**src/core/tcg_pkg.sv**
```systemverilog
package tcg_pkg;
  // ==========================================================
  // Divider ratios from the master oscillator
  // ==========================================================
  localparam int TCG_DIV_BIT = 10;      // 2.048 MHz bus bit clock
  localparam int TCG_DIV_FRAME = 2560;  // 8 kHz frame clock
  localparam int TCG_DIV_SUB = 128;     // 160 kHz clock
  localparam int TCG_CNT_W = 12;        // Wide enough for the frame divider

  // ==========================================================
  // Tone and slot geometry
  // ==========================================================
  localparam int TCG_NUM_TONES = 24;
  localparam int TCG_NUM_SLOTS = 256;
  localparam int TCG_SLOT_W = 8;
  localparam int TCG_TONE_W = 5;
  localparam int TCG_SAMPLE_W = 8;
  localparam logic [4:0] TCG_NO_TONE = 5'h1F;
  localparam logic [4:0] TCG_LAST_TONE = 5'h17;
  localparam logic [7:0] TCG_LAST_SLOT = 8'hFF;
  // Slot at which the generator counter starts each frame
  localparam logic [7:0] TCG_GEN_START_SLOT = 8'h00;
  localparam int TCG_FIFO_DEPTH = 32;

  // Generator request sequencer
  typedef enum logic [0:0] {
    TCG_GEN_IDLE,
    TCG_GEN_RUN
  } tcg_gen_state_type;
endpackage

```
**src/core/tcg_fifo.sv**
```systemverilog
`timescale 1ns/1ps
module tcg_fifo #(
  parameter int WIDTH = 13,
  parameter int DEPTH = 32
) (
  input wire logic clk,
  input wire logic rst_b,
  input wire logic in_valid,
  output logic in_ready,
  input wire logic [WIDTH-1:0] in_data,
  output logic out_valid,
  input wire logic out_ready,
  output logic [WIDTH-1:0] out_data
);
  localparam int AW = $clog2(DEPTH);

  logic [WIDTH-1:0] mem [DEPTH];
  logic [AW-1:0] wr_ptr_r;
  logic [AW-1:0] rd_ptr_r;
  logic [AW:0] count_r;
  logic push;
  logic pop;

  // ==========================================================
  // Flags
  // ==========================================================
  assign in_ready = (count_r != (AW+1)'(DEPTH));
  assign out_valid = (count_r != '0);
  assign push = in_valid && in_ready;
  assign pop = out_valid && out_ready;
  assign out_data = mem[rd_ptr_r];

  // Storage has no reset; only the pointers and count need a defined value
  always_ff @(posedge clk) begin
    if (push) begin
      mem[wr_ptr_r] <= in_data;
    end
  end

  // Pointers wrap naturally when depth is a power of two
  always_ff @(posedge clk) begin
    if (!rst_b) begin
      wr_ptr_r <= '0;
      rd_ptr_r <= '0;
      count_r <= '0;
    end else begin
      if (push) begin
        wr_ptr_r <= wr_ptr_r + 1'b1;
      end
      if (pop) begin
        rd_ptr_r <= rd_ptr_r + 1'b1;
      end
      count_r <= count_r + (AW+1)'(push) - (AW+1)'(pop);
    end
  end
endmodule

```
**src/core/tcg_shared_slot_memory.sv**
```systemverilog
`timescale 1ns/1ps
module tcg_shared_slot_memory #(
  parameter int WIDTH = 8,
  parameter int DEPTH = 256
) (
  input wire logic clk,
  input wire logic a_wr_en,
  input wire logic [$clog2(DEPTH)-1:0] a_addr,
  input wire logic [WIDTH-1:0] a_wr_data,
  output logic [WIDTH-1:0] a_rd_data,
  input wire logic [$clog2(DEPTH)-1:0] b_addr,
  output logic [WIDTH-1:0] b_rd_data
);
  logic [WIDTH-1:0] mem [DEPTH];

  // ==========================================================
  // Port A writes and reads back, port B reads only
  // ==========================================================
  always_ff @(posedge clk) begin
    if (a_wr_en) begin
      mem[a_addr] <= a_wr_data;
    end
    a_rd_data <= mem[a_addr];
  end

  // Registered read; a same-cycle write on A shows next access
  always_ff @(posedge clk) begin
    b_rd_data <= mem[b_addr];
  end
endmodule

```
**src/core/tcg_clock_tone_gen.sv**
```systemverilog
// Contract
// - Divide master clock by 10, 2560, 128 for three bus clocks.
// - Clocks run freely from power-up; no processor control exists.
// - Drive the three derived clocks onto the bus for everyone.
// - Derived timing keeps generator and slot counters frame aligned.
// - Dual-ported tone store holds 24 tones, one address each.
// - Generator counter requests one sample per tone every frame.
// - Generator counter locked to frame with fixed lead offset.
// - Slot table is dual-ported, 256 entries, one per slot.
// - Slot counter walks table; selected tone driven each slot.
`timescale 1ns/1ps
module tcg_clock_tone_gen
  import tcg_pkg::*;
#(
  parameter int DIV_BIT = TCG_DIV_BIT,
  parameter int DIV_FRAME = TCG_DIV_FRAME,
  parameter int DIV_SUB = TCG_DIV_SUB,
  parameter int SAMPLE_W = TCG_SAMPLE_W,
  parameter int FIFO_DEPTH = TCG_FIFO_DEPTH
) (
  input wire logic clk,
  input wire logic rst_b,
  // Bus clocks
  output logic bus_bit_clk_r,
  output logic bus_frame_clk_r,
  output logic bus_sub_clk_r,
  // Sample requests to the tone synthesiser
  output logic gen_req_r,
  output logic [TCG_TONE_W-1:0] gen_req_tone_r,
  // Samples back from the synthesiser
  input wire logic smp_valid,
  output logic smp_ready_r,
  input wire logic [TCG_TONE_W-1:0] smp_tone,
  input wire logic [SAMPLE_W-1:0] smp_data,
  // Processor port onto the slot table
  input wire logic up_wr_en,
  input wire logic [TCG_SLOT_W-1:0] up_addr,
  input wire logic [TCG_TONE_W-1:0] up_wr_data,
  output logic [TCG_TONE_W-1:0] up_rd_data_r,
  // Tone lane of the bus
  output logic [SAMPLE_W-1:0] tdm_tone_out_r,
  output logic tdm_tone_oe_b_r,
  output logic [TCG_SLOT_W-1:0] slot_num_r
);
  localparam int FW = TCG_TONE_W + SAMPLE_W;

  // ==========================================================
  // Helpers
  // ==========================================================
  // Step a divider counter, wrapping at ratio-1
  function automatic logic [TCG_CNT_W-1:0] div_step(
    input logic [TCG_CNT_W-1:0] cnt,
    input int ratio
  );
    if (cnt == TCG_CNT_W'(ratio - 1)) begin
      div_step = '0;
    end else begin
      div_step = cnt + 1'b1;
    end
  endfunction

  // Square wave: high for the first half of each period
  function automatic logic div_level(
    input logic [TCG_CNT_W-1:0] cnt,
    input int ratio
  );
    div_level = (cnt < TCG_CNT_W'(ratio / 2));
  endfunction

  // ==========================================================
  // Clock divider
  // ==========================================================
  logic [TCG_CNT_W-1:0] bit_cnt_r;
  logic [TCG_CNT_W-1:0] frame_cnt_r;
  logic [TCG_CNT_W-1:0] sub_cnt_r;
  logic slot_tick;
  logic frame_tick;

  // One pulse per slot and per frame; both wrap on the same edge
  assign slot_tick = (bit_cnt_r == TCG_CNT_W'(DIV_BIT - 1));
  assign frame_tick = (frame_cnt_r == TCG_CNT_W'(DIV_FRAME - 1));

  // Reset only seeds the counters; there is no other control input
  always_ff @(posedge clk) begin
    if (!rst_b) begin
      bit_cnt_r <= '0;
      frame_cnt_r <= '0;
      sub_cnt_r <= '0;
    end else begin
      bit_cnt_r <= div_step(bit_cnt_r, DIV_BIT);
      frame_cnt_r <= div_step(frame_cnt_r, DIV_FRAME);
      sub_cnt_r <= div_step(sub_cnt_r, DIV_SUB);
    end
  end

  // Registered clock outputs toward the bus drivers
  always_ff @(posedge clk) begin
    if (!rst_b) begin
      bus_bit_clk_r <= 1'b0;
      bus_frame_clk_r <= 1'b0;
      bus_sub_clk_r <= 1'b0;
    end else begin
      bus_bit_clk_r <= div_level(bit_cnt_r, DIV_BIT);
      bus_frame_clk_r <= div_level(frame_cnt_r, DIV_FRAME);
      bus_sub_clk_r <= div_level(sub_cnt_r, DIV_SUB);
    end
  end

  // ==========================================================
  // Slot counter
  // ==========================================================
  logic [TCG_SLOT_W-1:0] slot_cnt_r;

  // Reloaded by the frame tick so a glitch cannot leave it skewed
  always_ff @(posedge clk) begin
    if (!rst_b) begin
      slot_cnt_r <= '0;
    end else if (frame_tick) begin
      slot_cnt_r <= '0;
    end else if (slot_tick) begin
      slot_cnt_r <= slot_cnt_r + 1'b1;
    end
  end

  // ==========================================================
  // Tone generator counter
  // ==========================================================
  tcg_gen_state_type gen_state_r;
  logic [TCG_TONE_W-1:0] gen_idx_r;
  logic gen_start;

  // Start at a fixed slot so samples land a frame ahead of use
  assign gen_start = slot_tick && (slot_cnt_r == TCG_GEN_START_SLOT);

  always_ff @(posedge clk) begin
    if (!rst_b) begin
      gen_state_r <= TCG_GEN_IDLE;
      gen_idx_r <= '0;
    end else begin
      case (gen_state_r)
        TCG_GEN_IDLE: begin
          if (gen_start) begin
            gen_state_r <= TCG_GEN_RUN;
            gen_idx_r <= '0;
          end
        end
        TCG_GEN_RUN: begin
          if (slot_tick) begin
            if (gen_idx_r == TCG_LAST_TONE) begin
              gen_state_r <= TCG_GEN_IDLE;
            end else begin
              gen_idx_r <= gen_idx_r + 1'b1;
            end
          end
        end
        default: begin
          gen_state_r <= TCG_GEN_IDLE;
        end
      endcase
    end
  end

  // One request pulse per tone, on the slot boundary
  always_ff @(posedge clk) begin
    if (!rst_b) begin
      gen_req_r <= 1'b0;
      gen_req_tone_r <= '0;
    end else begin
      gen_req_r <= (gen_state_r == TCG_GEN_RUN) && slot_tick;
      gen_req_tone_r <= gen_idx_r;
    end
  end

  // ==========================================================
  // Sample FIFO into the tone store
  // ==========================================================
  logic fifo_in_ready;
  logic fifo_out_valid;
  logic fifo_pop;
  logic [FW-1:0] fifo_out_data;
  logic tone_wr_en;
  logic [TCG_TONE_W-1:0] tone_rd_idx_r;
  logic [SAMPLE_W-1:0] tone_rd_data;

  // Drain one sample per slot; a burst from the synthesiser backs up
  assign fifo_pop = fifo_out_valid && slot_tick;
  // Out-of-range indices are dropped so nothing aliases a real tone
  assign tone_wr_en = fifo_pop &&
    (fifo_out_data[FW-1 -: TCG_TONE_W] <= TCG_LAST_TONE);

  tcg_fifo #(
    .WIDTH(FW),
    .DEPTH(FIFO_DEPTH)
  ) u_fifo (
    .clk(clk),
    .rst_b(rst_b),
    .in_valid(smp_valid && smp_ready_r),
    .in_ready(fifo_in_ready),
    .in_data({smp_tone, smp_data}),
    .out_valid(fifo_out_valid),
    .out_ready(fifo_pop),
    .out_data(fifo_out_data)
  );

  // Ready is registered, so it lags fullness by a cycle
  always_ff @(posedge clk) begin
    if (!rst_b) begin
      smp_ready_r <= 1'b0;
    end else begin
      smp_ready_r <= fifo_in_ready && !(smp_valid && smp_ready_r);
    end
  end

  // Tone store: synthesiser side writes, bus side reads
  tcg_shared_slot_memory #(
    .WIDTH(SAMPLE_W),
    .DEPTH(TCG_NUM_TONES)
  ) u_tone_mem (
    .clk(clk),
    .a_wr_en(tone_wr_en),
    .a_addr(fifo_out_data[FW-1 -: TCG_TONE_W]),
    .a_wr_data(fifo_out_data[SAMPLE_W-1:0]),
    .a_rd_data(),
    .b_addr(tone_rd_idx_r),
    .b_rd_data(tone_rd_data)
  );

  // ==========================================================
  // Slot table
  // ==========================================================
  logic [TCG_TONE_W-1:0] up_rd_data;
  logic [TCG_TONE_W-1:0] slot_entry;

  tcg_shared_slot_memory #(
    .WIDTH(TCG_TONE_W),
    .DEPTH(TCG_NUM_SLOTS)
  ) u_slot_table (
    .clk(clk),
    .a_wr_en(up_wr_en),
    .a_addr(up_addr),
    .a_wr_data(up_wr_data),
    .a_rd_data(up_rd_data),
    .b_addr(slot_cnt_r),
    .b_rd_data(slot_entry)
  );

  // Readback for the processor, two cycles after the address
  always_ff @(posedge clk) begin
    if (!rst_b) begin
      up_rd_data_r <= TCG_NO_TONE;
    end else begin
      up_rd_data_r <= up_rd_data;
    end
  end

  // ==========================================================
  // Bus output pipeline
  // ==========================================================
  // The table entry for the new slot settles a cycle after the counter
  // moves, so it is latched at stage 1; the store answers at stage 3
  logic [3:0] stage_r;
  logic drive_r;

  always_ff @(posedge clk) begin
    if (!rst_b) begin
      stage_r <= '0;
      tone_rd_idx_r <= '0;
      drive_r <= 1'b0;
    end else begin
      stage_r <= {stage_r[2:0], slot_tick};
      if (stage_r[1]) begin
        tone_rd_idx_r <= slot_entry;
        drive_r <= (slot_entry <= TCG_LAST_TONE);
      end
    end
  end

  // Pins change once per slot, a fixed few cycles into it
  always_ff @(posedge clk) begin
    if (!rst_b) begin
      tdm_tone_out_r <= '0;
      tdm_tone_oe_b_r <= 1'b1;
      slot_num_r <= '0;
    end else if (stage_r[3]) begin
      tdm_tone_oe_b_r <= !drive_r;
      tdm_tone_out_r <= drive_r ? tone_rd_data : '0;
      slot_num_r <= slot_cnt_r;
    end
  end
endmodule

```
**config.mk**
```make
export PLATFORM = sky130hd
export DESIGN_NAME = tcg_clock_tone_gen
export DESIGN_NICKNAME = d
export VERILOG_FILES = /design/src/core/tcg_pkg.sv /design/src/core/tcg_fifo.sv /design/src/core/tcg_shared_slot_memory.sv /design/src/core/tcg_clock_tone_gen.sv
export SDC_FILE = /design/constraint.sdc
export NUM_CORES = 2
export LEC_CHECK = 0
export ABC_AREA = 1
export BUFFER_PORTS_ARGS = -buffer_cell sky130_fd_sc_hd__buf_4
export CORE_ASPECT_RATIO = 1.2
export CORE_MARGIN = 3
export CORE_UTILIZATION = 45
export DETAILED_ROUTE_END_ITERATION = 16
export GPL_TIMING_DRIVEN = 1
export PLACE_DENSITY_LB_ADDON = 0.2
export SLEW_MARGIN = 5
export SYNTH_ARGS = -nofsm -noshare
export SYNTH_HDL_FRONTEND = slang
export SYNTH_SLANG_ARGS = --single-unit
```
**constraint.sdc**
```tcl
create_clock -name clk -period 6.1 [get_ports clk]
set_clock_uncertainty 0.2 [all_clocks]
set_input_delay 1.22 -clock clk [delete_from_list [all_inputs] [get_ports clk]]
set_output_delay 1.22 -clock clk [all_outputs]
set_load 0.01 [all_outputs]
```
==> results by group <==
Outcome
  – Outcome: finished, final reports clean

Critical path
  – WP data required: 6630 ps
  – CP max-delay cell: clkinv_2
  – Setup Crit Path Kind: register to register
  – Max Fanout on Critical Path: 25
  – Critical path startpoint category: register
  – Reg2Reg Capture Point: u_slot_table.b_rd_data[0]
  – Crit end category: register
  – Crit-path max cell delay: 840 ps
  – R2R Path Start: slot_cnt_r[3]
  – Arrival @ worst endpoint: 4930 ps
  – Reg-to-reg slack, setup: 1700 ps
  – Critical Path Most Common Cell: nand2_1
  – CP Cell Sequence: nand2_1, clkinv_2, buf_12, nand2_1, nand2_1, nor2_1, nor2_1, nor2_1, nand2_1, nand2_1, nand2_1, nand2_1, nand2_1
  – Worst reg-to-reg path cell count: 13

Drt
  – WL met3: 29,780 um
  – DRT iter0 DRCs: 9,885
  – Met1 WL: 120,600 um
  – Met2 wire len: 147,900 um
  – DRC: 0
  – WL/cell: 24.49 um
  – Final ANT Viol Nets: 0
  – Vias: 75,488
  – Top sig layer: met4
  – Via density: 5.790
  – Pre-antenna DRT Iters: 7
  – Total wire length: 319,300 um

Floorplanning
  – Row cnt: 183
  – Die Area: 215,500 um2
  – Initial Util: 0.4544
  – Core footprint: 207,900 um2
  – Die W: 424.3 um
  – Boundary pin count: 62
  – Die Height: 507.9 um

Finish
  – Layout Nets: 10,136
  – Utilization after layout: 0.5038
  – Reg area: 59,340 um2
  – Layout Cells excl Fill: 13,038
  – Fillers: 18,963
  – Multi-input gate area: 29,790 um2
  – Most frequent cells in the layout: nand2_1 (3,294), edfxtp_1 (1,888), nor2_1 (1,359), o21ai_0 (851), inv_1 (730)
  – Layout area overhead: 10.87%
  – Share of cells above drive strength 1: 0.06017
  – Final instance area: 104,700 um2
  – Commonest non-fill, non-tap cell in the layout: nand2_1

Min path
  – Min-delay src: stage_r[2]
  – WHS Path Cells: 2
  – Hold crit path type: register to register
  – Worst Hold End: stage_r[3]

Logic synthesis
  – Yosys cell types: 38
  – Asr flop ratio synth: 0
  – Syn Area/Cell: 9.226 um2
  – Synthesized flop and latch total: 2,019
  – Seq/Total Area, Yosys: 0.6279
  – Top post-synthesis cells by area: edfxtp_1 (60%), nand2_1 (13%), nor2_1 (5.4%), o21ai_0 (4.5%), inv_1 (2.9%)
  – Warnings from Yosys: 0
  – Area share of the largest cell type after synthesis: 0.6002
  – Mapped Cells: 10,239
  – Largest area contributor in the netlist: edfxtp_1
  – Number of flops mapped to enable cells by yosys: 1,888
  – Mapped Area: 94,460 um2
  – Primary FF master, synth: edfxtp_1
  – Synth Net Count: 10,291

Global routing
  – GRT Util Overall: 0.2897
  – Largest net degree at the start of global routing: 178
  – Total grt overflow: 0
  – Initial antenna violation count: 8
  – Vias in the first global route: 72,337
  – Global-route wire length before repair: 468,700 um

Clock tree
  – Cts hold-fix bufs: 0
  – Clk buf depth: 3
  – Clock sink count: 2,019
  – Resized cells post-CTS: 0
  – CTS buffer count: 201
  – Root buffer cell: clkbuf_16
  – CTS tree: done
  – # Post-CTS Setup Buffers: 0
  – Clock transition at the registers of the reported paths: 60 ps
  – Htree depth: 4
  – Skew-Pair Late Insertion Delay: 930 ps

STA
  – Final hold slack: 219.9 ps
  – RSZ-0062 raised after global routing: no
  – Final setup vio count: 0
  – Final period util: 0.7220
  – Fin. Hold Viols: 0
  – Slew margin rel.: 0.2150
  – FMAX: 0.2271 GHz
  – Total negative slack: 0 ps
  – Crit path time final: 4404 ps
  – Slew Limit Fails: 0
  – Crit path setup slack, layout: 1696 ps
  – Worst-Margin Slew: 1175 ps

Pwr
  – Maximum VDD drop: 295.7 uV
  – PD cells: 280.4 nW/um2
  – Leakage: 39.99 nW
  – Pwr Total: 29.37 mW

Placed design
  – Dpl cells: 12,656
  – RD Place Congestion: 0.9352
  – IO Port Bufs: 61
  – DP Wirelength: 190,200 um
  – Placed Area: 97,980 um2
  – Post-Place Setup Slack: 1340 ps

Flow run
  – Max_cap viols: 0
[how the worst max path moves through the flow]
| stage | cells past startpoint | startpoint | slack (ps) | to |
|---|---|---|---|---|
| 3_5_place_dp | 15 | up_addr[1] | 1340 | u_slot_table.a_rd_data[0] |
| 6_report | 13 | slot_cnt_r[3] | 1700 | u_slot_table.b_rd_data[0] |
| 2_1_floorplan | 7 | up_addr[1] | 2870 | u_slot_table.mem[233][0] |
| 5_1_grt | 11 | register | 1660 | u_tone_mem.mem[5][0] |
| 4_1_cts | 11 | register | 1960 | u_tone_mem.mem[7][0] |
| 3_3_place_gp | 15 | up_addr[1] | 1270 | u_slot_table.a_rd_data[0] |
[report_power, final]
group | internal [mW] | total, mW | leakage [nW] | switching [mW]
Combinational | 0.311 | 1.44 | 18.7 | 1.13
Clock | 7.07 | 12.7 | 3.30 | 5.59
Sequential | 15.2 | 15.3 | 18.0 | 0.0373
[cell type report]
cell class / instances / share of cell area
Sequential cell: 2019 / 0.5665
Multi-Input combinational cell: 6840 / 0.2844
Tap cell: 2775 / 0.03315
Clock buffer: 253 / 0.05134
Timing Repair Buffer: 259 / 0.02371
Inverter: 763 / 0.02769
Antenna cell: 8 / 0.0001911
Clock inverter: 121 / 0.01296
[worst max-delay path, delay by kind of cell (launching register included)]
kind | cells | cell delay [ps]
buffers and inverters | 2 | 1290
flip-flops | 1 | 390
AND/OR/NAND/NOR | 11 | 2270
[sequential cells by signal, indices dropped and copies added (netlist names), 6 cells and up, named ones only]
name                  count
slot_cnt_r                8
u_fifo.count_r            6
sub_cnt_r                12
u_tone_mem.b_rd_data      8
u_fifo.mem              416
u_slot_table.mem       1280
tdm_tone_out_r            8
slot_num_r                8
bit_cnt_r                12
frame_cnt_r              12
u_tone_mem.mem          192
[cell usage after synthesis, types with 3 or more instances]
cell type and count:
nand2_1 3295, edfxtp_1 1888, nor2_1 1365, o21ai_0 851, inv_1 734, nand3_1 489
a21oi_1 308, clkbuf_1 297, buf_2 249, dfxtp_1 131, nand4_1 110, o211ai_1 100
o221ai_1 87, o22ai_1 68, buf_1 63, a22oi_1 41, nor3_1 28, clkinv_1 22
ha_1 21, a31oi_1 15, nor3b_1 10, or2_2 9, xor2_1 9, buf_4 8
o31ai_1 8, inv_2 7, o21ai_1 7, o21a_1 4, nand3b_1 3, nor4_1 3
[routing by layer]
metal | vias up | track usage
met1 | 36229 | 0.3691
met4 | 0 | 0.1766
met2 | 4337 | 0.4641
met3 | 957 | 0.04862
met5 | - | 0
li1 | 33965 | -
[kinds of logic (layout without fill, tap and decap cells)]
logic type,after synthesis,after routing,share of synthesized area
AOI/OAI and AO/OA,1490,1490,0.08758
xor gates and xnor gates,10,10,0.0009272
adders and majority gates,22,22,0.002993
buffers and inverters,1380,1396,0.05845
DFF,2019,2019,0.6279
other,0,8,0
and+or+nand+nor,5318,5318,0.2221
Note: power is estimated with default switching activity, not from simulation.
